### src/common/scsd_params.svh
// Constants for the system clock source and divider block.
// Assumes inclusion by bare name from the package and the top module.
`ifndef SCSD_PARAMS_SVH
`define SCSD_PARAMS_SVH

// ********************************
// Register address width and byte offsets
// ********************************
`define SCSD_ADDR_W            12
`define SCSD_STATUS_ADDR       12'h050
`define SCSD_CFG_ADDR          12'h060
`define SCSD_CFX_ADDR          12'h070
`define SCSD_PCLK_EN_ADDR      12'h100
`define SCSD_DSLP_ADDR         12'h144

// ********************************
// Reset values
// ********************************
`define SCSD_CFG_RESET         32'h0780_2811
`define SCSD_CFX_RESET         32'h0780_2810
`define SCSD_DSLP_RESET        32'h0780_0010
`define SCSD_PCLK_EN_RESET     8'h00

// ********************************
// Field positions
// ********************************
`define SCSD_CFG_MAIN_DIS      0
`define SCSD_CFG_SRC_LSB       4
`define SCSD_CFG_SRC_MSB       5
`define SCSD_CFG_SKIP          11
`define SCSD_CFG_PWRDN         13
`define SCSD_CFG_DIV_LSB       23
`define SCSD_CFG_DIV_MSB       26
`define SCSD_CFX_OVR           31
`define SCSD_CFX_FINE_EN       30
`define SCSD_CFX_DIV_MSB       28
`define SCSD_CFX_DIV_LSB       23
`define SCSD_CFX_FINE_BIT      22
`define SCSD_CFX_PWRDN         13
`define SCSD_CFX_SKIP          11
`define SCSD_CFX_SRC_MSB       6
`define SCSD_CFX_SRC_LSB       4

// ********************************
// Dividers, timing and peripheral clock count
// ********************************
`define SCSD_PREC_QUARTER      8'd4
`define SCSD_PLL_PREDIV        8'd2
`define SCSD_ADC_DIV           8'd25
`define SCSD_PLL_LOCK_CYCLES   9216
`define SCSD_PCLK_N            8

`endif

### src/common/scsd_pkg.sv
// Types for the system clock source and divider block.
// Assumes the constants header is on the include path.
`include "scsd_params.svh"

package scsd_pkg;

  // Oscillator source select encodings
  typedef enum logic [2:0] {
    SCSD_SRC_MAIN   = 3'h0,
    SCSD_SRC_PREC   = 3'h1,
    SCSD_SRC_QUART  = 3'h2,
    SCSD_SRC_SLOW   = 3'h3
  } scsd_src_t;

  // PLL lock tracking
  typedef enum logic [1:0] {
    SCSD_PLL_OFF     = 2'h0,
    SCSD_PLL_LOCKING = 2'h1,
    SCSD_PLL_READY   = 2'h2
  } scsd_pll_st_t;

endpackage

### src/logic/scsd_tick_div.sv
// Divides a stream of one-cycle tick pulses by a run-time divisor.
// Assumes in_tick is synchronous to clk and divisor is at least one.
`timescale 1ns/100ps

module scsd_tick_div #(
  parameter int WIDTH = 8
) (
  input  wire logic             clk,
  input  wire logic             srst,
  input  wire logic             in_tick,
  input  wire logic [WIDTH-1:0] divisor,
  output logic                  out_tick
);

  logic [WIDTH-1:0] cnt_reg;
  logic [WIDTH-1:0] cnt_next;
  logic             out_reg;
  logic             out_next;

  always_comb begin
    cnt_next = cnt_reg;
    out_next = 1'b0;
    if (in_tick) begin
      if (cnt_reg >= divisor - WIDTH'(1)) begin
        cnt_next = '0;
        out_next = 1'b1;
      end else begin
        cnt_next = cnt_reg + WIDTH'(1);
      end
    end
  end

  always_ff @(posedge clk) begin
    if (srst) begin
      cnt_reg <= '0;
      out_reg <= 1'b0;
    end else begin
      cnt_reg <= cnt_next;
      out_reg <= out_next;
    end
  end

  assign out_tick = out_reg;

endmodule

### src/logic/scsd_clk_gen.sv
// Builds the system clock level from source ticks and a divisor.
// Assumes divisor is steady except where the owner reloads it at wrap.
`timescale 1ns/100ps

module scsd_clk_gen (
  input  wire logic       clk,
  input  wire logic       srst,
  input  wire logic       in_tick,
  input  wire logic [7:0] divisor,
  output logic            clk_level,
  output logic            period_end
);

  logic [7:0] cnt_reg;
  logic [7:0] cnt_next;
  logic       lvl_reg;
  logic       lvl_next;
  logic [7:0] half;

  // ********************************
  // Period counter
  // ********************************
  // High for the first half of the period; divisor is compared on every tick,
  // so the owner must only change it as the count wraps
  always_comb begin
    half     = (divisor + 8'h01) >> 1;
    cnt_next = cnt_reg;
    lvl_next = lvl_reg;
    if (in_tick) begin
      if (cnt_reg >= divisor - 8'h01) begin
        cnt_next = 8'h00;
      end else begin
        cnt_next = cnt_reg + 8'h01;
      end
      if (divisor == 8'h01) begin
        lvl_next = ~lvl_reg;
      end else begin
        lvl_next = (cnt_next < half);
      end
    end
  end

  always_ff @(posedge clk) begin
    if (srst) begin
      cnt_reg <= 8'h00;
      lvl_reg <= 1'b0;
    end else begin
      cnt_reg <= cnt_next;
      lvl_reg <= lvl_next;
    end
  end

  assign clk_level  = lvl_reg;
  assign period_end = in_tick && (cnt_reg >= divisor - 8'h01);

endmodule

### src/logic/scsd_top.sv
// System clock source selection and division with an AHB-Lite register slave.
// Assumes oscillator and PLL inputs are one-cycle ticks synchronous to CLOCK.
//
// Summary of operation
// From reset the system clock runs from the precision internal oscillator.
// Software enables the main oscillator and waits before selecting it.
// With PLL skipped, source select picks main, precision, quarter or slow.
// Only main or precision oscillator may be the PLL reference.
// A quarter-rate precision oscillator source is provided.
// Override bit lets the extended register govern in place of the first.
// Software writes the first register before the extended one.
// ADC clock is the PLL output divided down once the PLL is locked.
// Software keeps system clock fast enough for ADC and USB.
// Each peripheral clock comes from system clock with its own enable.
// Four-bit divider divides by encoding plus one, reset value divide-by-16.
// Without fine enable, PLL output is halved before the system divider.
// Extended divider is six bits, up to divide-by-64.
// Fine enable appends the fine bit below the extended divider.
// Without fine enable the fine bit is ignored.
// Fine enable and fine bit act only while PLL skip is clear, outside deep sleep.
// In deep sleep a separate register sets source and divider.
// Main oscillator is the only USB PLL reference.
// Fine enable skips the PLL halving predivider.
// Until PLL lock elapses the selected oscillator keeps clocking.
// Source and divider changes wait for period end unless the PLL in use loses lock.
`timescale 1ns/100ps
`include "scsd_params.svh"

module scsd_top #(
  parameter int PLL_LOCK_CYCLES = `SCSD_PLL_LOCK_CYCLES
) (
  input  wire logic                      CLOCK,
  input  wire logic                      SRST,
  input  wire logic                      HSEL,
  input  wire logic [31:0]               HADDR,
  input  wire logic [1:0]                HTRANS,
  input  wire logic                      HWRITE,
  input  wire logic [2:0]                HSIZE,
  input  wire logic [31:0]               HWDATA,
  input  wire logic                      HREADY,
  output logic                           HREADYOUT,
  output logic [31:0]                    HRDATA,
  output logic                           HRESP,
  input  wire logic                      MAIN_OSC_TICK,
  input  wire logic                      PRECISION_OSC_TICK,
  input  wire logic                      SLOW_OSC_TICK,
  input  wire logic                      PLL_TICK,
  input  wire logic                      DEEP_SLEEP,
  output logic                           MAIN_OSC_ENABLE,
  output logic                           PLL_POWER,
  output logic                           PLL_REF_MAIN,
  output logic                           SYSTEM_CLOCK,
  output logic                           ADC_CLOCK_TICK,
  output logic [`SCSD_PCLK_N-1:0]        PERIPH_CLOCK
);

  // ********************************
  // Bus slave state
  // ********************************
  logic                     dp_wr_reg;
  logic                     dp_wr_next;
  logic                     dp_rd_reg;
  logic                     dp_rd_next;
  logic [`SCSD_ADDR_W-1:0]  dp_addr_reg;
  logic [`SCSD_ADDR_W-1:0]  dp_addr_next;
  logic [31:0]              rdata_reg;
  logic [31:0]              rdata_next;
  logic                     rd_done_reg;
  logic                     rd_done_next;
  logic [31:0]              cfg_reg;
  logic [31:0]              cfg_next;
  logic [31:0]              cfx_reg;
  logic [31:0]              cfx_next;
  logic [31:0]              dslp_reg;
  logic [31:0]              dslp_next;
  logic [`SCSD_PCLK_N-1:0]  pclk_en_reg;
  logic [`SCSD_PCLK_N-1:0]  pclk_en_next;
  logic [31:0]              status_word;
  logic                     take;

  // ********************************
  // Clock path state
  // ********************************
  scsd_pkg::scsd_pll_st_t   pll_st_reg;
  scsd_pkg::scsd_pll_st_t   pll_st_next;
  logic [15:0]              lock_cnt_reg;
  logic [15:0]              lock_cnt_next;
  logic [2:0]               lock_src_reg;
  logic [2:0]               lock_src_next;
  logic [2:0]               act_src_reg;
  logic [2:0]               act_src_next;
  logic                     act_pll_reg;
  logic                     act_pll_next;
  logic                     act_fine_reg;
  logic                     act_fine_next;
  logic [7:0]               act_div_reg;
  logic [7:0]               act_div_next;
  logic [`SCSD_PCLK_N-1:0]  pclk_reg;
  logic [`SCSD_PCLK_N-1:0]  pclk_next;

  logic                     want_skip;
  logic                     want_pwrdn;
  logic                     want_fine;
  logic [2:0]               want_src;
  logic [7:0]               want_div;
  logic                     ref_ok;
  logic                     quarter_tick;
  logic                     pll_half_tick;
  logic                     osc_tick;
  logic                     src_tick;
  logic                     sys_level;
  logic                     period_end;

  // ********************************
  // AHB-Lite slave
  // ********************************
  // Reads take one wait state so read data always comes from a flop and
  // reflects a write in the preceding data phase
  assign take = HSEL && HREADY && HTRANS[1];

  always_comb begin
    dp_wr_next   = take && HWRITE;
    dp_rd_next   = take && !HWRITE;
    dp_addr_next = take ? HADDR[`SCSD_ADDR_W-1:0] : dp_addr_reg;
    rd_done_next = dp_rd_reg && !rd_done_reg;
    rdata_next   = rdata_reg;
    if (dp_rd_reg && !rd_done_reg) begin
      case (dp_addr_reg)
        `SCSD_STATUS_ADDR:  rdata_next = status_word;
        `SCSD_CFG_ADDR:     rdata_next = cfg_reg;
        `SCSD_CFX_ADDR:     rdata_next = cfx_reg;
        `SCSD_DSLP_ADDR:    rdata_next = dslp_reg;
        `SCSD_PCLK_EN_ADDR: rdata_next = {24'h000000, pclk_en_reg};
        default:            rdata_next = 32'h0000_0000;
      endcase
    end
    if (dp_rd_reg && !rd_done_reg) begin
      dp_rd_next = 1'b1;
      dp_wr_next = 1'b0;
    end
  end

  always_comb begin
    cfg_next     = cfg_reg;
    cfx_next     = cfx_reg;
    dslp_next    = dslp_reg;
    pclk_en_next = pclk_en_reg;
    if (dp_wr_reg) begin
      case (dp_addr_reg)
        `SCSD_CFG_ADDR:     cfg_next     = HWDATA;
        `SCSD_CFX_ADDR:     cfx_next     = HWDATA;
        `SCSD_DSLP_ADDR:    dslp_next    = HWDATA;
        `SCSD_PCLK_EN_ADDR: pclk_en_next = HWDATA[`SCSD_PCLK_N-1:0];
        default:            cfg_next     = cfg_reg;
      endcase
    end
  end

  always_ff @(posedge CLOCK) begin
    if (SRST) begin
      dp_wr_reg   <= 1'b0;
      dp_rd_reg   <= 1'b0;
      dp_addr_reg <= '0;
      rdata_reg   <= 32'h0000_0000;
      rd_done_reg <= 1'b0;
      cfg_reg     <= `SCSD_CFG_RESET;
      cfx_reg     <= `SCSD_CFX_RESET;
      dslp_reg    <= `SCSD_DSLP_RESET;
      pclk_en_reg <= `SCSD_PCLK_EN_RESET;
    end else begin
      dp_wr_reg   <= dp_wr_next;
      dp_rd_reg   <= dp_rd_next && !rd_done_next ? 1'b1 : dp_rd_next && !dp_rd_reg;
      dp_addr_reg <= dp_addr_next;
      rdata_reg   <= rdata_next;
      rd_done_reg <= rd_done_next;
      cfg_reg     <= cfg_next;
      cfx_reg     <= cfx_next;
      dslp_reg    <= dslp_next;
      pclk_en_reg <= pclk_en_next;
    end
  end

  assign HREADYOUT = !(dp_rd_reg && !rd_done_reg);
  assign HRDATA    = rdata_reg;
  assign HRESP     = 1'b0;

  assign status_word = {16'h0000, act_div_reg, 1'b0, act_src_reg, 1'b0, DEEP_SLEEP,
                        act_pll_reg, (pll_st_reg == scsd_pkg::SCSD_PLL_READY)};

  // ********************************
  // Effective configuration
  // ********************************
  always_comb begin
    if (cfx_reg[`SCSD_CFX_OVR]) begin
      want_skip  = cfx_reg[`SCSD_CFX_SKIP];
      want_pwrdn = cfx_reg[`SCSD_CFX_PWRDN];
      want_src   = cfx_reg[`SCSD_CFX_SRC_MSB:`SCSD_CFX_SRC_LSB];
      want_fine  = cfx_reg[`SCSD_CFX_FINE_EN] && !cfx_reg[`SCSD_CFX_SKIP];
      if (want_fine) begin
        want_div = {1'b0, cfx_reg[`SCSD_CFX_DIV_MSB:`SCSD_CFX_DIV_LSB],
                    cfx_reg[`SCSD_CFX_FINE_BIT]} + 8'h01;
      end else begin
        want_div = {2'b00, cfx_reg[`SCSD_CFX_DIV_MSB:`SCSD_CFX_DIV_LSB]}
                   + 8'h01;
      end
    end else begin
      want_skip  = cfg_reg[`SCSD_CFG_SKIP];
      want_pwrdn = cfg_reg[`SCSD_CFG_PWRDN];
      want_src   = {1'b0, cfg_reg[`SCSD_CFG_SRC_MSB:`SCSD_CFG_SRC_LSB]};
      want_fine  = 1'b0;
      want_div   = {4'h0, cfg_reg[`SCSD_CFG_DIV_MSB:`SCSD_CFG_DIV_LSB]} + 8'h01;
    end
    if (DEEP_SLEEP) begin
      want_skip = 1'b1;
      want_fine = 1'b0;
      want_src  = dslp_reg[`SCSD_CFX_SRC_MSB:`SCSD_CFX_SRC_LSB];
      want_div  = {2'b00, dslp_reg[`SCSD_CFX_DIV_MSB:`SCSD_CFX_DIV_LSB]} + 8'h01;
    end
  end

  // Quarter and slow sources can never lock the PLL
  assign ref_ok = (want_src == scsd_pkg::SCSD_SRC_MAIN) ||
                  (want_src == scsd_pkg::SCSD_SRC_PREC);

  // ********************************
  // PLL lock tracking
  // ********************************
  always_comb begin
    pll_st_next   = pll_st_reg;
    lock_cnt_next = lock_cnt_reg;
    lock_src_next = want_src;
    case (pll_st_reg)
      scsd_pkg::SCSD_PLL_OFF: begin
        if (!want_pwrdn && ref_ok) begin
          pll_st_next   = scsd_pkg::SCSD_PLL_LOCKING;
          lock_cnt_next = 16'(PLL_LOCK_CYCLES - 1);
        end
      end
      scsd_pkg::SCSD_PLL_LOCKING: begin
        if (lock_cnt_reg == 16'h0000) begin
          pll_st_next = scsd_pkg::SCSD_PLL_READY;
        end else begin
          lock_cnt_next = lock_cnt_reg - 16'h0001;
        end
      end
      scsd_pkg::SCSD_PLL_READY: begin
        pll_st_next = scsd_pkg::SCSD_PLL_READY;
      end
      default: begin
        pll_st_next = scsd_pkg::SCSD_PLL_OFF;
      end
    endcase
    if (want_pwrdn || !ref_ok) begin
      pll_st_next = scsd_pkg::SCSD_PLL_OFF;
    end else if (pll_st_reg != scsd_pkg::SCSD_PLL_OFF && lock_src_reg != want_src) begin
      pll_st_next   = scsd_pkg::SCSD_PLL_LOCKING;
      lock_cnt_next = 16'(PLL_LOCK_CYCLES - 1);
    end
  end

  // ********************************
  // Source selection at period end
  // ********************************
  // Config is adopted as the running period completes, or at once if the PLL in use loses lock
  always_comb begin
    act_src_next  = act_src_reg;
    act_pll_next  = act_pll_reg;
    act_fine_next = act_fine_reg;
    act_div_next  = act_div_reg;
    if (period_end || (act_pll_reg && pll_st_reg != scsd_pkg::SCSD_PLL_READY)) begin
      act_src_next  = want_src;
      act_pll_next  = !want_skip && (pll_st_reg == scsd_pkg::SCSD_PLL_READY);
      act_fine_next = want_fine;
      act_div_next  = want_div;
    end
    pclk_next = {`SCSD_PCLK_N{sys_level}} & pclk_en_reg;
  end

  always_ff @(posedge CLOCK) begin
    if (SRST) begin
      pll_st_reg   <= scsd_pkg::SCSD_PLL_OFF;
      lock_cnt_reg <= 16'h0000;
      lock_src_reg <= scsd_pkg::SCSD_SRC_PREC;
      act_src_reg  <= scsd_pkg::SCSD_SRC_PREC;
      act_pll_reg  <= 1'b0;
      act_fine_reg <= 1'b0;
      act_div_reg  <= 8'h10;
      pclk_reg     <= '0;
    end else begin
      pll_st_reg   <= pll_st_next;
      lock_cnt_reg <= lock_cnt_next;
      lock_src_reg <= lock_src_next;
      act_src_reg  <= act_src_next;
      act_pll_reg  <= act_pll_next;
      act_fine_reg <= act_fine_next;
      act_div_reg  <= act_div_next;
      pclk_reg     <= pclk_next;
    end
  end

  always_comb begin
    case (act_src_reg)
      scsd_pkg::SCSD_SRC_MAIN:  osc_tick = MAIN_OSC_TICK;
      scsd_pkg::SCSD_SRC_PREC:  osc_tick = PRECISION_OSC_TICK;
      scsd_pkg::SCSD_SRC_QUART: osc_tick = quarter_tick;
      scsd_pkg::SCSD_SRC_SLOW:  osc_tick = SLOW_OSC_TICK;
      default:                  osc_tick = PRECISION_OSC_TICK;
    endcase
    if (act_pll_reg) begin
      src_tick = act_fine_reg ? PLL_TICK : pll_half_tick;
    end else begin
      src_tick = osc_tick;
    end
  end

  // ********************************
  // Dividers
  // ********************************
  scsd_tick_div #(.WIDTH(8)) u_quarter (
    .clk      (CLOCK),
    .srst     (SRST),
    .in_tick  (PRECISION_OSC_TICK),
    .divisor  (`SCSD_PREC_QUARTER),
    .out_tick (quarter_tick)
  );

  scsd_tick_div #(.WIDTH(8)) u_pll_half (
    .clk      (CLOCK),
    .srst     (SRST),
    .in_tick  (PLL_TICK),
    .divisor  (`SCSD_PLL_PREDIV),
    .out_tick (pll_half_tick)
  );

  scsd_tick_div #(.WIDTH(8)) u_adc (
    .clk      (CLOCK),
    .srst     (SRST),
    .in_tick  (PLL_TICK && (pll_st_reg == scsd_pkg::SCSD_PLL_READY)),
    .divisor  (`SCSD_ADC_DIV),
    .out_tick (ADC_CLOCK_TICK)
  );

  scsd_clk_gen u_gen (
    .clk        (CLOCK),
    .srst       (SRST),
    .in_tick    (src_tick),
    .divisor    (act_div_reg),
    .clk_level  (sys_level),
    .period_end (period_end)
  );

  // ********************************
  // Outputs
  // ********************************
  assign SYSTEM_CLOCK    = sys_level;
  assign PERIPH_CLOCK    = pclk_reg;
  assign MAIN_OSC_ENABLE = !cfg_reg[`SCSD_CFG_MAIN_DIS];
  assign PLL_POWER       = !want_pwrdn && ref_ok;
  assign PLL_REF_MAIN    = (lock_src_reg == scsd_pkg::SCSD_SRC_MAIN);

endmodule

### config.mk
export PLATFORM = sky130hd
export DESIGN_NAME = scsd_top
export DESIGN_NICKNAME = d
export VERILOG_FILES = /design/src/common/scsd_pkg.sv /design/src/logic/scsd_tick_div.sv /design/src/logic/scsd_clk_gen.sv /design/src/logic/scsd_top.sv
export VERILOG_INCLUDE_DIRS = /design/src /design/src/common
export SDC_FILE = /design/constraint.sdc
export NUM_CORES = 1
export LEC_CHECK = 0
export BUFFER_PORTS_ARGS = -buffer_cell sky130_fd_sc_hd__buf_2
export CORE_MARGIN = 2
export CORE_UTILIZATION = 45
export CTS_BUF_LIST = sky130_fd_sc_hd__clkbuf_16
export CTS_CLUSTER_DIAMETER = 30
export DETAILED_ROUTE_END_ITERATION = 6
export PLACE_DENSITY = 0.74
export SLEW_MARGIN = 20
export SYNTH_ARGS = -nofsm -noshare
export SYNTH_HDL_FRONTEND = slang
export SYNTH_SLANG_ARGS = --single-unit
### constraint.sdc
create_clock -name CLOCK -period 3.7 [get_ports CLOCK]
set_input_delay 0 -clock CLOCK [delete_from_list [all_inputs] [get_ports CLOCK]]
set_output_delay 0 -clock CLOCK [all_outputs]
set_load 0.02 [all_outputs]
---- Word-level counts from Yosys, hierarchy flattened ----
Index checks and enable logic that the tools add are counted.
word-level totals
  register bits after elaboration ......... 229
  bits of input ports ..................... 79
  output and inout port bits .............. 47
  word-level logic and storage cells ...... 142
operators by class
  bitwise operators ....................... 5
  add/sub/neg operators ................... 11
  reduce and logical (&&, ||, !) cells .... 44
  magnitude comparators ................... 5
  equal/unequal tests ..................... 17
  mux-type cells .......................... 34
operators by type and width
  operator                                               count
  one-hot mux 32 bit (5 select lines)                    1
  2-to-1 mux 16 bit                                      4
  2-to-1 mux 8 bit                                       8
  adder 8 x 1 -> 8 bit (second input constant)           5
  equality test 12 x 7 -> 1 bit (second input constant)  3
  one-hot mux 16 bit (2 select lines)                    1
  equality test 12 x 9 -> 1 bit (second input constant)  2
  logical NOT 16 bit                                     1
  subtractor 16 x 1 -> 16 bit (second input constant)    1
  adder 6 x 1 -> 7 bit (second input constant)           2
  logical AND 1 bit                                      14
  2-to-1 mux 1 bit                                       14
  AND reduction 2 bit                                    6
  OR reduction 2 bit                                     5
  logical NOT 1 bit                                      9
  logical NOT 3 bit                                      3
  adder 7 x 1 -> 8 bit (second input constant)           1
  AND 8 bit                                              1
  equality test 8 x 1 -> 1 bit (second input constant)   1
  >= comparator 8 x 1 -> 1 bit (second input constant)   1
  >= comparator 8 x 2 -> 1 bit (second input constant)   1
  >= comparator 8 x 5 -> 1 bit (second input constant)   1
  >= comparator 8 bit                                    1
  < comparator 8 x 7 -> 1 bit                            1
  other kinds (18)                                       29

---- Logic depth before layout (Yosys ltp) ----
Gate-level depths: netlist of the first run.
  depth after elaboration ................. 9
  gate-level depth with buffers ........... 15
  depth with buffers taken out ............ 15

---- Hierarchy ----
A second synthesis of the first run with hierarchy kept.
second synthesis, totals
  cell total of the unflattened synthesis .. 1,416
  area, all modules ....................... 11,672.4 µm²
by module, submodules not included
  module                      area an instance (µm²)  cells an instance  sequential area each (µm²)  times used
  scsd_top                    8,424.3                 1,041              3,863.7                     1
  scsd_tick_div at u_adc ...  675.6                   74                 180.2                       2
  scsd_clk_gen                1,192.4                 150                180.2                       1
  scsd_tick_div at u_quarter  704.4                   77                 180.2                       1

---- Worst setup path after synthesis of the first run ----
OpenSTA, ideal clock, no wires.
  kind .................................... register -> register
  start ................................... register act_div_reg[2]
  end ..................................... register u_gen.lvl_reg (netlist: u_gen.clk_level)
  data arrival time ....................... 3,175 ps
  stages on the path, launching flop included .. 15
  path slack .............................. 449 ps
  required time ........................... 3,624 ps
  library setup time ...................... 76 ps
  period minus slack after synthesis ...... 3,251 ps
  path buffers ............................ 1
  cell sequence ........................... dfxtp_1 > clkbuf_1 > nor4_1 > nand2_1 > xor2_1 > ha_1 > and2_1 > o2111ai_1 > o21ai_1 > nor2_1 > ha_1 > a21o_1 > a211oi_1 > nand4_1 > o22ai_1
between the ends
  word-level cells in the longest chain between the ends .. 6
  elaborated cells on any way between the ends .. 8
  classes of those cells .................. add/sub (2); order compare (2); eq/ne (1); mux (3)
ends and longest elaborated chain
  item                         RTL line            source
  start, declared              scsd_top.sv:96      logic [7:0] act_div_reg;
  start signal, assigned       scsd_top.sv:296     act_div_reg <= act_div_next;
  subtractor 8 x 1 -> 8 bit    scsd_clk_gen.sv:30  if (cnt_reg >= divisor - 8'h01) begin
  >= comparator 8 bit          scsd_clk_gen.sv:30
  2-to-1 mux 8 bit             scsd_clk_gen.sv:30
  2-to-1 mux 8 bit             scsd_clk_gen.sv:29  if (in_tick) begin
  < comparator 8 x 7 -> 1 bit  scsd_clk_gen.sv:38  lvl_next = (cnt_next < half);
  2-to-1 mux 1 bit *           scsd_clk_gen.sv:35  if (divisor == 8'h01) begin
  end signal, assigned         scsd_clk_gen.sv:49  lvl_reg <= lvl_next;
  end, declared                scsd_clk_gen.sv:16  logic lvl_reg;
Every way passes the cells marked *; elsewhere a longest branch is shown, timed or not. The select of a mux whose other input is x is not followed.
A chain may end at the register's enable or synchronous reset.

---- Worst setup path in the final report of the first run ----
  start ................................... register act_div_reg[1]
  end ..................................... register u_gen.lvl_reg (netlist: u_gen.clk_level)
The elaborated chain is that of the path after synthesis.

==> results of run 1 <==
-- worst reg2reg max path: stages, from the launching register on --
cell                        delay (ps)
sky130_fd_sc_hd__dfxtp_1           470
sky130_fd_sc_hd__inv_1             150
sky130_fd_sc_hd__ha_1              250
sky130_fd_sc_hd__nand2_1            90
sky130_fd_sc_hd__xor2_1             70
sky130_fd_sc_hd__ha_1              290
sky130_fd_sc_hd__and2_1            140
sky130_fd_sc_hd__o2111ai_1         250
sky130_fd_sc_hd__o21ai_4           340
sky130_fd_sc_hd__nor2_1            100
sky130_fd_sc_hd__ha_1              320
sky130_fd_sc_hd__o2111ai_1         120
sky130_fd_sc_hd__a21oi_1           180
sky130_fd_sc_hd__nand2_1            80
sky130_fd_sc_hd__a21oi_1           150
sky130_fd_sc_hd__o22ai_1           100
-- how the worst max path moves through the flow --
stage	start	to	cells past startpoint
floorplan	act_div_reg[2]	u_gen.clk_level	14
global placement	act_div_reg[5]	u_gen.clk_level	13
detailed placement	act_div_reg[5]	u_gen.clk_level	13
CTS	act_div_reg[5]	u_gen.clk_level	13
global route	act_div_reg[1]	u_gen.clk_level	15
finish	act_div_reg[1]	u_gen.clk_level	15
-- per-stage QoR --
| stage | setup slack [ps] | total power [uW] | util [%] |
|---|---|---|---|
| floorplan | 449 | 2660 | - |
| global placement | 183 | 2740 | 48.6 |
| detailed placement | 174 | 2740 | 48.6 |
| CTS | 129 | 6790 | 57.3 |
| global route | 31.3 | 6950 | 57.4 |
| finish | 417 | 6760 | 57.4 |
-- layout make-up --
class | instances | area share [%]
flip-flops and latches | 229 | 34.2
inverters | 22 | 0.617
clock buffers | 46 | 8.60
repair buffers | 172 | 8.69
well taps | 319 | 2.98
multi-input cells | 972 | 42.0
diodes | 1 | 0.0187
clock inverters | 38 | 2.89
-- synth_stat cells, types with 5 or more instances --
cell and n:
sky130_fd_sc_hd__or3_1 10, sky130_fd_sc_hd__nand2_1 312, sky130_fd_sc_hd__nor3b_1 7, sky130_fd_sc_hd__nand3b_1 5, sky130_fd_sc_hd__clkbuf_1 57, sky130_fd_sc_hd__buf_1 5
sky130_fd_sc_hd__o21ai_0 48, sky130_fd_sc_hd__a211oi_1 14, sky130_fd_sc_hd__ha_1 33, sky130_fd_sc_hd__xor2_1 21, sky130_fd_sc_hd__o211ai_1 5, sky130_fd_sc_hd__a22o_1 8
sky130_fd_sc_hd__buf_4 5, sky130_fd_sc_hd__a221oi_1 11, sky130_fd_sc_hd__a32oi_1 6, sky130_fd_sc_hd__nand2b_1 10, sky130_fd_sc_hd__mux2i_1 18, sky130_fd_sc_hd__inv_1 21
sky130_fd_sc_hd__buf_2 16, sky130_fd_sc_hd__xnor2_1 19, sky130_fd_sc_hd__nor2_1 62, sky130_fd_sc_hd__nand4_1 13, sky130_fd_sc_hd__a21oi_1 135, sky130_fd_sc_hd__and2_1 17
sky130_fd_sc_hd__o211a_1 8, sky130_fd_sc_hd__nor2b_1 10, sky130_fd_sc_hd__o21ai_1 13, sky130_fd_sc_hd__dfxtp_1 229, sky130_fd_sc_hd__and3_1 10, sky130_fd_sc_hd__a311oi_1 5
sky130_fd_sc_hd__nand3_1 51, sky130_fd_sc_hd__nor3_1 16, sky130_fd_sc_hd__a31oi_1 12, sky130_fd_sc_hd__o31ai_1 7, sky130_fd_sc_hd__nor4_1 7, sky130_fd_sc_hd__a22oi_1 5
sky130_fd_sc_hd__a222oi_1 16
-- routing by layer --
layer  part of all wire, %  routed length [um]  vias to the layer above
met5                     0                   0                        -
met4                   2.9                 879                        0
met3                   6.8                2020                       78
met2                    45               13500                      375
met1                    45               13400                     4787
li1                      -                   -                     4905
-- where the power goes --
| part | switching [uW] | total (uW) | internal, uW |
|---|---|---|---|
| registers | 14.8 | 2500 | 2490 |
| logic | 145 | 241 | 95.7 |
| clock network | 1390 | 4020 | 2630 |
| total | 1550 | 6760 | 5210 |
-- cells by family after synthesis --
family / after synthesis / synth area share (%)
fa+ha+maj: 33 / 3.88
compound gates: 323 / 19.3
flops: 229 / 43.1
simple gates: 554 / 24.0
mux: 21 / 2.01
xor+xnor: 40 / 3.29
buf+inv: 108 / 4.38
other cells: 1 / 0.0352
-- timing repair --
| item | CTS | global route |
|---|---|---|
| endpoints found under the setup margin | 0 | 1 |
| gates resized for setup | 0 | 3 |
| hold buffers | 48 | 0 |
| hold endpoints to repair | 134 | 0 |
==> impl_results.rst, run 1 <==
.. list-table::
   :header-rows: 1

   * - Metric
     - Value
   * - Status
     - complete, but fails checks
   * - Violations in the final reports
     - design-rule violations
   * - Multi-input logic area
     - 5620 sq um
   * - CTS tree
     - built
   * - Path category of the worst min-delay check
     - input port to flip-flop
   * - Post-layout instance area
     - 13,400 sq um
   * - Unrepaired setup endpoints after global routing
     - false
   * - Element type at the critical path start
     - flip-flop
   * - Ratio of cells with drive above 1 in the final layout
     - 14.4%
   * - Critical path class
     - flip-flop to flip-flop
   * - Mean instance size in the synthesized netlist
     - 8.13 sq um
   * - Maximum fanout along the worst path
     - 10
   * - Met3 routing resource usage after global routing
     - 4.90%
   * - Ports placed on the boundary
     - 126
   * - Count of endpoints failing hold in the final timing report
     - 0
   * - Total negative slack for setup checks
     - 0 ps
   * - Cell type with the highest aggregate area in the netlist
     - sky130_fd_sc_hd__dfxtp_1
   * - Worst path cell trace
     - inv_1 -> ha_1 -> nand2_1 -> xor2_1 -> ha_1 -> and2_1 -> o2111ai_1 -> o21ai_4 -> nor2_1 -> ha_1 -> o2111ai_1 -> a21oi_1 -> nand2_1 -> a21oi_1 -> o22ai_1
   * - Routed wirelength normalized by instance count
     - 16.6 um
   * - Number of max-slew violations in the final report
     - 0
   * - Total leakage power
     - 0.00510 uW
   * - Longest individual stage delay on the worst path
     - 470 ps
   * - Share of flip-flops with an asynchronous set or reset
     - 0%
   * - GR Layer Usage met2
     - 37.7%
   * - Number of instances in the placed design
     - 1,666
   * - Headroom to the max-slew limit
     - 40.6%
   * - Max-Cap Viols
     - 0
   * - Capture point of the worst reg-to-reg path
     - u_gen.clk_level
   * - Placer congestion estimate
     - 0.919
   * - HPWL after detailed placement
     - 19,300 um
   * - Most numerous cell on the critical path
     - sky130_fd_sc_hd__ha_1
   * - Die Footprint
     - 24,900 sq um
   * - Global-route track usage on met1
     - 32.1%
   * - Placeable core region
     - 23,300 sq um
   * - Crit path capture type
     - flip-flop
   * - Total power divided by cell area
     - 505 nW/um^2
   * - Post-route DRC
     - 2
   * - Chip Height
     - 158 um
   * - Post-CTS Setup Bufs
     - 0
   * - Post-layout min period
     - 3280 ps
   * - Nets
     - 1,555
   * - Clock Path Buffers
     - 3
   * - Final setup violation count
     - 0
   * - Number of rows in the core area
     - 56
   * - Worst-case register-to-register setup slack
     - 420 ps
   * - Post-DRT Antenna Nets
     - 0
   * - Worst-path cell with the longest stage delay
     - sky130_fd_sc_hd__dfxtp_1
   * - Top cell type's share of synthesized area
     - 43.1%
   * - Initial antenna violation count
     - 1
   * - Number of register bits inferred by synthesis
     - 229
   * - Instance count along the most critical hold path
     - 3
   * - Maximum number of pins on one net before global-route repair
     - 82
   * - Yosys Warn Count
     - 0
   * - Tcrit/Tclk final
     - 88.7%
   * - Crit path required time
     - 4050 ps
   * - Overall Global Routing Usage
     - 23.8%
   * - Arrival time worst endpoint
     - 3630 ps
   * - Total wire length
     - 29,800 um
   * - Combined flip-flop and latch cell area
     - 4580 sq um
   * - Family with the most delay on the worst path
     - compound AO/OA/AOI/OAI gates
   * - Quantity of I/O buffers inserted on ports
     - 100
   * - Vias in the first global route
     - 9,492
   * - Depth of the CTS H-tree
     - 2
   * - Number of unique standard cell types used by synthesis
     - 68
   * - Ranking of synthesized cells by area
     - sky130_fd_sc_hd__dfxtp_1 43%, sky130_fd_sc_hd__nand2_1 11%, sky130_fd_sc_hd__a21oi_1 6.3%, sky130_fd_sc_hd__ha_1 3.9%, sky130_fd_sc_hd__nand3_1 2.4%
   * - Highest achievable clock rate
     - 0.305 GHz
   * - Busiest metal layer after global routing
     - met2
   * - Layout Area Growth over Synthesis
     - 25.7%
   * - Num CTS Buffers
     - 46
   * - Placed cell areas
     - 11,300 sq um
   * - Synthesized net count
     - 1,421
   * - Final hold slack
     - 49.6 ps
   * - Register-to-Register Path Depth
     - 15
   * - Most common cell after layout, fill and taps aside
     - sky130_fd_sc_hd__nand2_1
   * - Worst-skew pair later-pin latency
     - 540 ps
   * - Number of fill cells
     - 2,038
   * - First-pass iteration count of the detailed router
     - 7
   * - Count of placed standard cells in the final layout, fillers left out
     - 1,799
   * - Leading cell types in the layout, fill and taps excluded
     - 312 x sky130_fd_sc_hd__nand2_1, 229 x sky130_fd_sc_hd__dfxtp_1, 135 x sky130_fd_sc_hd__a21oi_1
   * - Number of DRC markers after the initial detailed-route iteration
     - 760
   * - Clock Skews
     - 32.3 ps
   * - Number of flops mapped to enable cells by yosys
     - 0
   * - Peak VDD IR
     - 0.000488 V
   * - Buffers plus inverters on the worst setup path
     - 1
   * - Share of the yosys chip area belonging to registers
     - 43.1%
   * - Area of the mapped netlist
     - 10,600 sq um
   * - Clock slew at the register clock pins of the worst setup and hold paths
     - 50 ps
   * - Initial Util
     - 45.6%
   * - Horizontal extent of the die
     - 158 um
   * - Mapped Cells
     - 1,309
   * - Startpoint of the lowest-slack register-to-register path
     - act_div_reg[1]
   * - Most used DFF post-synth
     - sky130_fd_sc_hd__dfxtp_1
   * - Clock sink total
     - 229
   * - Clk root buf
     - sky130_fd_sc_hd__clkbuf_16
   * - Startpoint of the worst hold path
     - HTRANS[1]
   * - First-pass GRT wire length
     - 48,300 um
   * - Measured slew at the worst slew-check pin
     - 891 ps
   * - Post-DR vias/cell
     - 5.64
   * - Leftover overflow at the end of global routing
     - 0
   * - Worst Hold End
     - dp_rd_reg
   * - Total number of vias
     - 10,100
Power figures use the tool's default switching activity.
==> run 2, diff against run 1 <==
- clock period: 3.7 -> 3.9 ns (I/O delays scaled with it)
==> run 2 against run 1 <==
Net effect:
- the flow still finishes with violations (design-rule violations)
- sequential share of layout area is 0.26 points lower
- non-clock buffer count is 1 lower
- flip-flop and latch count stayed put
- first-iteration DRC count is 12% higher
- count of clock-buffer cells in the layout is 1 higher
- sequential power is 5% lower
- power is 2.0% lower
- clock power hardly changed
- worst hold slack better by 18 ps
- via count is 0.25% lower
- critical path type unchanged
- critical endpoint unchanged
- largest cell class unchanged
- highest routed layer unchanged
==> impl_results.rst, run 2 (synthesized netlist as in run 1, its figures left out) <==
.. list-table::
   :header-rows: 1

   * - Metric
     - Value
   * - Placed cell areas
     - 11,400 sq um (about the same)
   * - Nets
     - 1,555 (unchanged)
   * - Worst-path cell with the longest stage delay
     - sky130_fd_sc_hd__o21ai_2
   * - Maximum number of pins on one net before global-route repair
     - 107 (+30%)
   * - Headroom to the max-slew limit
     - 36.6% (-3.9 points)
   * - Clock share of power
     - 60.7% (+1.3 points)
   * - Unrepaired setup endpoints after global routing
     - false
   * - Num CTS Buffers
     - 47 (+2.2%)
   * - Highest achievable clock rate
     - 0.289 GHz (-4.9%)
   * - Number of rows in the core area
     - 56 (unchanged)
   * - Total power
     - 6630 uW (-2.0%)
   * - Placeable core region
     - 23,300 sq um (unchanged)
   * - Placer congestion estimate
     - 0.947 (+3.0%)
   * - Combined flip-flop and latch cell area
     - 4580 sq um (unchanged)
   * - Total negative slack for setup checks
     - 0 ps (unchanged)
   * - Post-route DRC
     - 1 (-1)
   * - Horizontal extent of the die
     - 158 um (unchanged)
   * - Worst path cell trace
     - nor4_1 -> nand2_1 -> xor2_1 -> ha_1 -> and2_1 -> o2111ai_1 -> o21ai_2 -> nor2_1 -> ha_1 -> o2111ai_1 -> a21oi_1 -> nand2_1 -> a21oi_1 -> o22ai_1
   * - Depth of the CTS H-tree
     - 2 (unchanged)
   * - Vias in the first global route
     - 9,487 (-0.053%)
   * - Post-layout instance area
     - 13,500 sq um (+0.77%)
   * - Diode insertion count for antenna repair
     - 0 (-1)
   * - Initial Util
     - 45.6% (unchanged)
   * - Maximum fanout along the worst path
     - 10 (unchanged)
   * - Max-Cap Viols
     - 0 (unchanged)
   * - Internal power summed over all cells
     - 5170 uW (-0.78%)
   * - Crit path required time
     - 4280 ps (+230 ps)
   * - Clock sink total
     - 229 (unchanged)
   * - Ports placed on the boundary
     - 126 (unchanged)
   * - Number of DRC markers after the initial detailed-route iteration
     - 852 (+12%)
   * - Register-to-Register Path Depth
     - 14 (-1)
   * - Seq pwr share
     - 35.8% (-1.2 points)
   * - Switch share
     - 21.9% (-0.93 points)
   * - Post-DRT Antenna Nets
     - 0 (unchanged)
   * - Total wire length
     - 30,100 um (+0.78%)
   * - Clock Skews
     - 24.4 ps (-7.93 ps)
   * - Arrival time worst endpoint
     - 3840 ps (+210 ps)
   * - Number of fill cells
     - 2,021 (-0.83%)
   * - Leftover overflow at the end of global routing
     - 0 (unchanged)
   * - Die Footprint
     - 24,900 sq um (unchanged)
   * - Number of max-slew violations in the final report
     - 0 (unchanged)
   * - Count of endpoints failing hold in the final timing report
     - 0 (unchanged)
   * - Post-DR vias/cell
     - 5.62 (-0.30%)
   * - First-pass iteration count of the detailed router
     - 7 (unchanged)
   * - Combinational share of power
     - 3.5% (about the same)
   * - Element type at the critical path start
     - flip-flop
   * - Total number of vias
     - 10,100 (-0.25%)
   * - Net Sw Power
     - 1450 uW (-6.0%)
   * - Total leakage power
     - 0.00517 uW (+1.4%)
   * - HPWL after detailed placement
     - 19,600 um (+1.6%)
   * - Path category of the worst min-delay check
     - input port to flip-flop
   * - Worst-skew pair later-pin latency
     - 540 ps (about the same)
   * - Clk root buf
     - sky130_fd_sc_hd__clkbuf_16
   * - Status
     - complete, but fails checks
   * - Instance count along the most critical hold path
     - 3 (unchanged)
   * - Initial antenna violation count
     - 0 (-1)
   * - Tcrit/Tclk final
     - 88.6% (-0.17 points)
   * - Ratio of cells with drive above 1 in the final layout
     - 14.2% (-0.22 points)
   * - Peak VDD IR
     - 0.000319 V (-35%)
   * - Measured slew at the worst slew-check pin
     - 942 ps (+51.1 ps)
   * - Clock Path Buffers
     - 3 (unchanged)
   * - Longest individual stage delay on the worst path
     - 460 ps (about the same)
   * - Most common cell after layout, fill and taps aside
     - sky130_fd_sc_hd__nand2_1
   * - Post-layout min period
     - 3450 ps (+171 ps)
   * - Routed wirelength normalized by instance count
     - 16.7 um (+0.73%)
   * - Violations in the final reports
     - design-rule violations
   * - Quantity of I/O buffers inserted on ports
     - 100 (unchanged)
   * - Crit path capture type
     - flip-flop
   * - First-pass GRT wire length
     - 48,000 um (-0.66%)
   * - Chip Height
     - 158 um (unchanged)
   * - Critical path class
     - flip-flop to flip-flop
   * - Total power divided by cell area
     - 491 nW/um^2 (-2.7%)
   * - Final setup violation count
     - 0 (unchanged)
   * - CTS tree
     - built
   * - Overall Global Routing Usage
     - 23.8% (about the same)
   * - Multi-input logic area
     - 5610 sq um (-0.16%)
   * - Leading cell types in the layout, fill and taps excluded
     - 312 x sky130_fd_sc_hd__nand2_1, 229 x sky130_fd_sc_hd__dfxtp_1, 135 x sky130_fd_sc_hd__a21oi_1
   * - Clock slew at the register clock pins of the worst setup and hold paths
     - 50 ps (about the same)
   * - Layout Area Growth over Synthesis
     - 26.7%
==> run 2: layer usage <==
| metal | up-vias | global-route usage (%) | share of wire [%] |
|---|---|---|---|
| li1 | 4905 | - | - |
| met1 | 4797 | 32.5 | 45 |
| met2 | 364 | 38.1 | 46 |
| met3 | 54 | 4.43 | 7.1 |
| met4 | 0 | 7.71 | 2.0 |
| met5 | - | 0 | 0 |
==> run 2: final cells by class <==
| cell class | count | area share (%) |
|---|---|---|
| multi-input combinational | 972 | 41.6 |
| clock inverter | 40 | 3.28 |
| sequential | 229 | 34.0 |
| tap | 319 | 2.96 |
| clock buffer | 47 | 8.72 |
| timing repair buffer | 171 | 8.87 |
| inverter | 22 | 0.612 |
==> run 2: critical path: cells and delay by family (launching register included) <==
kind            cells  cell delay, ps
compound gates      6            1220
xor+xnor            1             170
fa+ha+maj           2             650
flops               1             380
simple gates        5             890
==> run 2: per-stage QoR <==
step | hold slack (ps) | worst slack (ps) | utilization, % | cells
after floorplan | 78.7 | 649 | - | 1309
after global placement | 223 | 341 | 48.6 | 1663
after detailed placement | 222 | 315 | 48.6 | 1663
after CTS | 31.0 | 280 | 57.7 | 1799
after global routing | 98.7 | 57.6 | 57.8 | 1800
final | 67.6 | 446 | 57.8 | 1800
==> run 2: power by group through the flow <==
stage	clock, uW	sequential, uW	combinational (uW)
detailed placement	0	2420	185
floorplan	0	2420	112
global placement	0	2420	182
finish	4020	2370	232
global route	4180	2370	250
CTS	4050	2370	225
==> run 2: worst paths after layout <==
| path | endpoint | slack [ps] | from |
|---|---|---|---|
| max reg2reg | u_gen.clk_level | 450 | act_div_reg[5] |
| min | dp_rd_reg | 70 | HTRANS[1] |
| min reg2reg | HRDATA[25] | 450 | HRDATA[25] |
| max | u_gen.clk_level | 450 | act_div_reg[5] |
==> run 2: what timing repair did <==
item,4_1_cts,5_1_grt
setup endpoints to repair,0,1
endpoints found under the hold margin,157,0
hold buffers,49,0
gates resized for setup,0,1
setup buffers,0,0
==> run 3, diff against run 2 <==
==> constraint.sdc (replaced) <==
create_clock -name CLOCK -period 3.9 [get_ports CLOCK]
set_input_delay 0.78 -clock CLOCK [delete_from_list [all_inputs] [get_ports CLOCK]]
set_output_delay 0.78 -clock CLOCK [all_outputs]
set_load 0.02 [all_outputs]
==> run 3 against run 2 <==
Net effect:
- the run now ends clean
- non-clock buffer count down 51
- clock skew up 19 ps
- sequential power barely moved
- maximum frequency is 0.56% lower
- clock power increased by 8.0%
- critical path depth decreased by 9
- combinational power fell by 18%
- wire length shrank 2.8%
- global-route usage down 0.20 points
- worst hold slack better by 380 ps
- first-iteration DRC count shrank 9.2%
- count of clock-buffer cells in the layout increased by 1
- largest cell class unchanged
==> impl_results.rst, run 3 (synthesized netlist as in run 1, its figures left out) <==
.. list-table::
   :header-rows: 1

   * - Metric
     - Value
   * - Status
     - complete, no violations
   * - First-pass iteration count of the detailed router
     - 5 (-2)
   * - Maximum number of pins on one net before global-route repair
     - 81 (-24%)
   * - Number of gates resized after CTS
     - 0 (unchanged)
   * - Post-DRT Antenna Nets
     - 0 (unchanged)
   * - Clock sink total
     - 229 (unchanged)
   * - Die Footprint
     - 24,900 sq um (unchanged)
   * - Worst path cell trace
     - mux2_2 -> mux2i_1 -> nand3_1 -> inv_1 -> buf_2
   * - Count of endpoints failing hold in the final timing report
     - 0 (unchanged)
   * - Total power divided by cell area
     - 527 nW/um^2 (+7.4%)
   * - First-pass GRT wire length
     - 47,600 um (-0.75%)
   * - Placeable core region
     - 23,300 sq um (unchanged)
   * - Path category of the worst min-delay check
     - flip-flop to flip-flop
   * - Critical Path Source
     - cfx_reg[31]
   * - Longest individual stage delay on the worst path
     - 760 ps (+300 ps)
   * - Total power
     - 6900 uW (+4.1%)
   * - Leading cell types in the layout, fill and taps excluded
     - 312 x sky130_fd_sc_hd__nand2_1, 229 x sky130_fd_sc_hd__dfxtp_1, 135 x sky130_fd_sc_hd__a21oi_1
   * - Worst-skew pair later-pin latency
     - 560 ps (+20 ps)
   * - Crit path capture type
     - output port
   * - Total wire length
     - 29,200 um (-2.8%)
   * - Crit path required time
     - 3120 ps (-1160 ps)
   * - Diode insertion count for antenna repair
     - 0 (unchanged)
   * - CTS Hold Buffers Added
     - 0 (-100%)
   * - Total number of vias
     - 9,913 (-2.0%)
   * - Clock Path Buffers
     - 3 (unchanged)
   * - Startpoint of the lowest-slack register-to-register path
     - act_div_reg[2]
   * - Final setup violation count
     - 0 (unchanged)
   * - Peak VDD IR
     - 0.000395 V (+24%)
   * - Post-CTS Setup Bufs
     - 0 (unchanged)
   * - Arrival time worst endpoint
     - 2690 ps (-1150 ps)
   * - Chip Height
     - 158 um (unchanged)
   * - Vias in the first global route
     - 9,502 (+0.16%)
   * - Maximum fanout along the worst path
     - 18 (+8)
   * - Placed cell areas
     - 11,300 sq um (-0.18%)
   * - Ports placed on the boundary
     - 126 (unchanged)
   * - Total negative slack for setup checks
     - 0 ps (unchanged)
   * - Element type at the critical path start
     - flip-flop
   * - CTS tree
     - built
   * - Register-to-Register Path Depth
     - 13 (-1)
   * - Most common cell after layout, fill and taps aside
     - sky130_fd_sc_hd__nand2_1
   * - Leftover overflow at the end of global routing
     - 0 (unchanged)
   * - Max-Cap Viols
     - 0 (unchanged)
   * - Post-DR vias/cell
     - 5.67 (+0.87%)
   * - Highest achievable clock rate
     - 0.288 GHz (-0.56%)
   * - Initial Util
     - 45.6% (unchanged)
   * - HPWL after detailed placement
     - 19,600 um (-0.30%)
   * - Instance count along the most critical hold path
     - 2 (-1)
   * - Quantity of I/O buffers inserted on ports
     - 100 (unchanged)
   * - Total leakage power
     - 0.00499 uW (-3.6%)
   * - Layout Area Growth over Synthesis
     - 22.8%
   * - Clock slew at the register clock pins of the worst setup and hold paths
     - 50 ps (about the same)
   * - Startpoint of the worst hold path
     - HRDATA[25]
   * - Overall Global Routing Usage
     - 23.6% (-0.20 points)
   * - Num CTS Buffers
     - 47 (unchanged)
   * - Worst-case register-to-register setup slack
     - 470 ps (+20 ps)
   * - Capture point of the worst reg-to-reg path
     - u_gen.clk_level
   * - Tcrit/Tclk final
     - 89.1% (+0.50 points)
   * - Post-route DRC
     - 0 (-1)
   * - Clk root buf
     - sky130_fd_sc_hd__clkbuf_16
   * - Initial antenna violation count
     - 0 (unchanged)
   * - Depth of the CTS H-tree
     - 2 (unchanged)
   * - Unrepaired setup endpoints after global routing
     - false
   * - Measured slew at the worst slew-check pin
     - 1080 ps (+139 ps)
   * - Number of rows in the core area
     - 56 (unchanged)
   * - Nets
     - 1,504 (-3.3%)
   * - Number of max-slew violations in the final report
     - 0 (unchanged)
   * - Number of fill cells
     - 2,076 (+2.7%)
   * - Ratio of cells with drive above 1 in the final layout
     - 15.3% (+1.1 points)
   * - Routed wirelength normalized by instance count
     - 16.7 um (about the same)
   * - Post-layout min period
     - 3470 ps (+19.5 ps)
   * - Critical path class
     - flip-flop to output port
   * - Worst Hold End
     - HRDATA[25]
   * - Clock Skews
     - 43.7 ps (+19.3 ps)
   * - Number of DRC markers after the initial detailed-route iteration
     - 774 (-9.2%)
   * - Post-layout instance area
     - 13,100 sq um (-3.0%)
   * - Headroom to the max-slew limit
     - 27.3% (-9.3 points)
   * - Worst-path cell with the longest stage delay
     - sky130_fd_sc_hd__dfxtp_1
   * - Placer congestion estimate
     - 0.907 (-4.3%)
   * - Horizontal extent of the die
     - 158 um (unchanged)
## run 3: cell types whose count changed in the layout (fill, tap and decap cells not counted), moves of 2 or more
cell and change:
sky130_fd_sc_hd__buf_12 -2, sky130_fd_sc_hd__bufinv_16 +3, sky130_fd_sc_hd__clkinv_4 +4, sky130_fd_sc_hd__dlygate4sd3_1 -49, sky130_fd_sc_hd__inv_1 -7, sky130_fd_sc_hd__clkinv_1 -4
sky130_fd_sc_hd__clkinv_2 +2
## run 3: routing by layer
metal	track usage, %	part of all wire (%)
met5	0	0
met1	30.7	43
met2	38.8	47
met4	8.18	2.5
met3	5.12	7.6
## run 3: report_power, final
| group | total [uW] | switching [uW] | leakage, uW | internal (uW) |
|---|---|---|---|---|
| Combinational | 190 | 131 | 0.00230 | 58.5 |
| Clock | 4340 | 1350 | 0.000843 | 2980 |
| Sequential | 2370 | 14.1 | 0.00185 | 2360 |
## run 3: worst max-delay path by stage
| stage | end | slack [ps] | depth (start not counted) |
|---|---|---|---|
| after floorplan | u_gen.clk_level | 650 | 14 |
| after global placement | u_gen.clk_level | 520 | 13 |
| after detailed placement | u_gen.clk_level | 450 | 13 |
| after CTS | u_gen.clk_level | 410 | 13 |
| after global routing | u_gen.clk_level | 90 | 13 |
| final | PLL_POWER | 430 | 5 |
## run 3: area by class of cell
type                    count  area [sq um]  share of cell area (%)
clock buffers              48          1200                    9.18
flip-flops and latches    229          4580                    35.1
multi-input cells         972          5610                    42.9
well taps                 319           399                    3.05
repair buffers            120           666                    5.09
clock inverters            38           541                    4.13
inverters                  22          82.6                   0.631
## run 3: worst max-delay path, delay by kind of cell, from the launching register on
| kind | cells | cell delay [ps] |
|---|---|---|
| simple gates | 1 | 260 |
| mux | 2 | 750 |
| buf+inv | 2 | 360 |
| flops | 1 | 760 |
## run 3: metrics by stage
step                      worst slack, ps  utilization [%]  hold WS (ps)  instances
after global placement                525             48.6           432       1662
after detailed placement              453             48.6           439       1662
after CTS                             414             56.0           446       1748
after floorplan                       649                -           431       1309
after global routing                 86.7             56.1           451       1748
final                                 426             56.1           443       1748
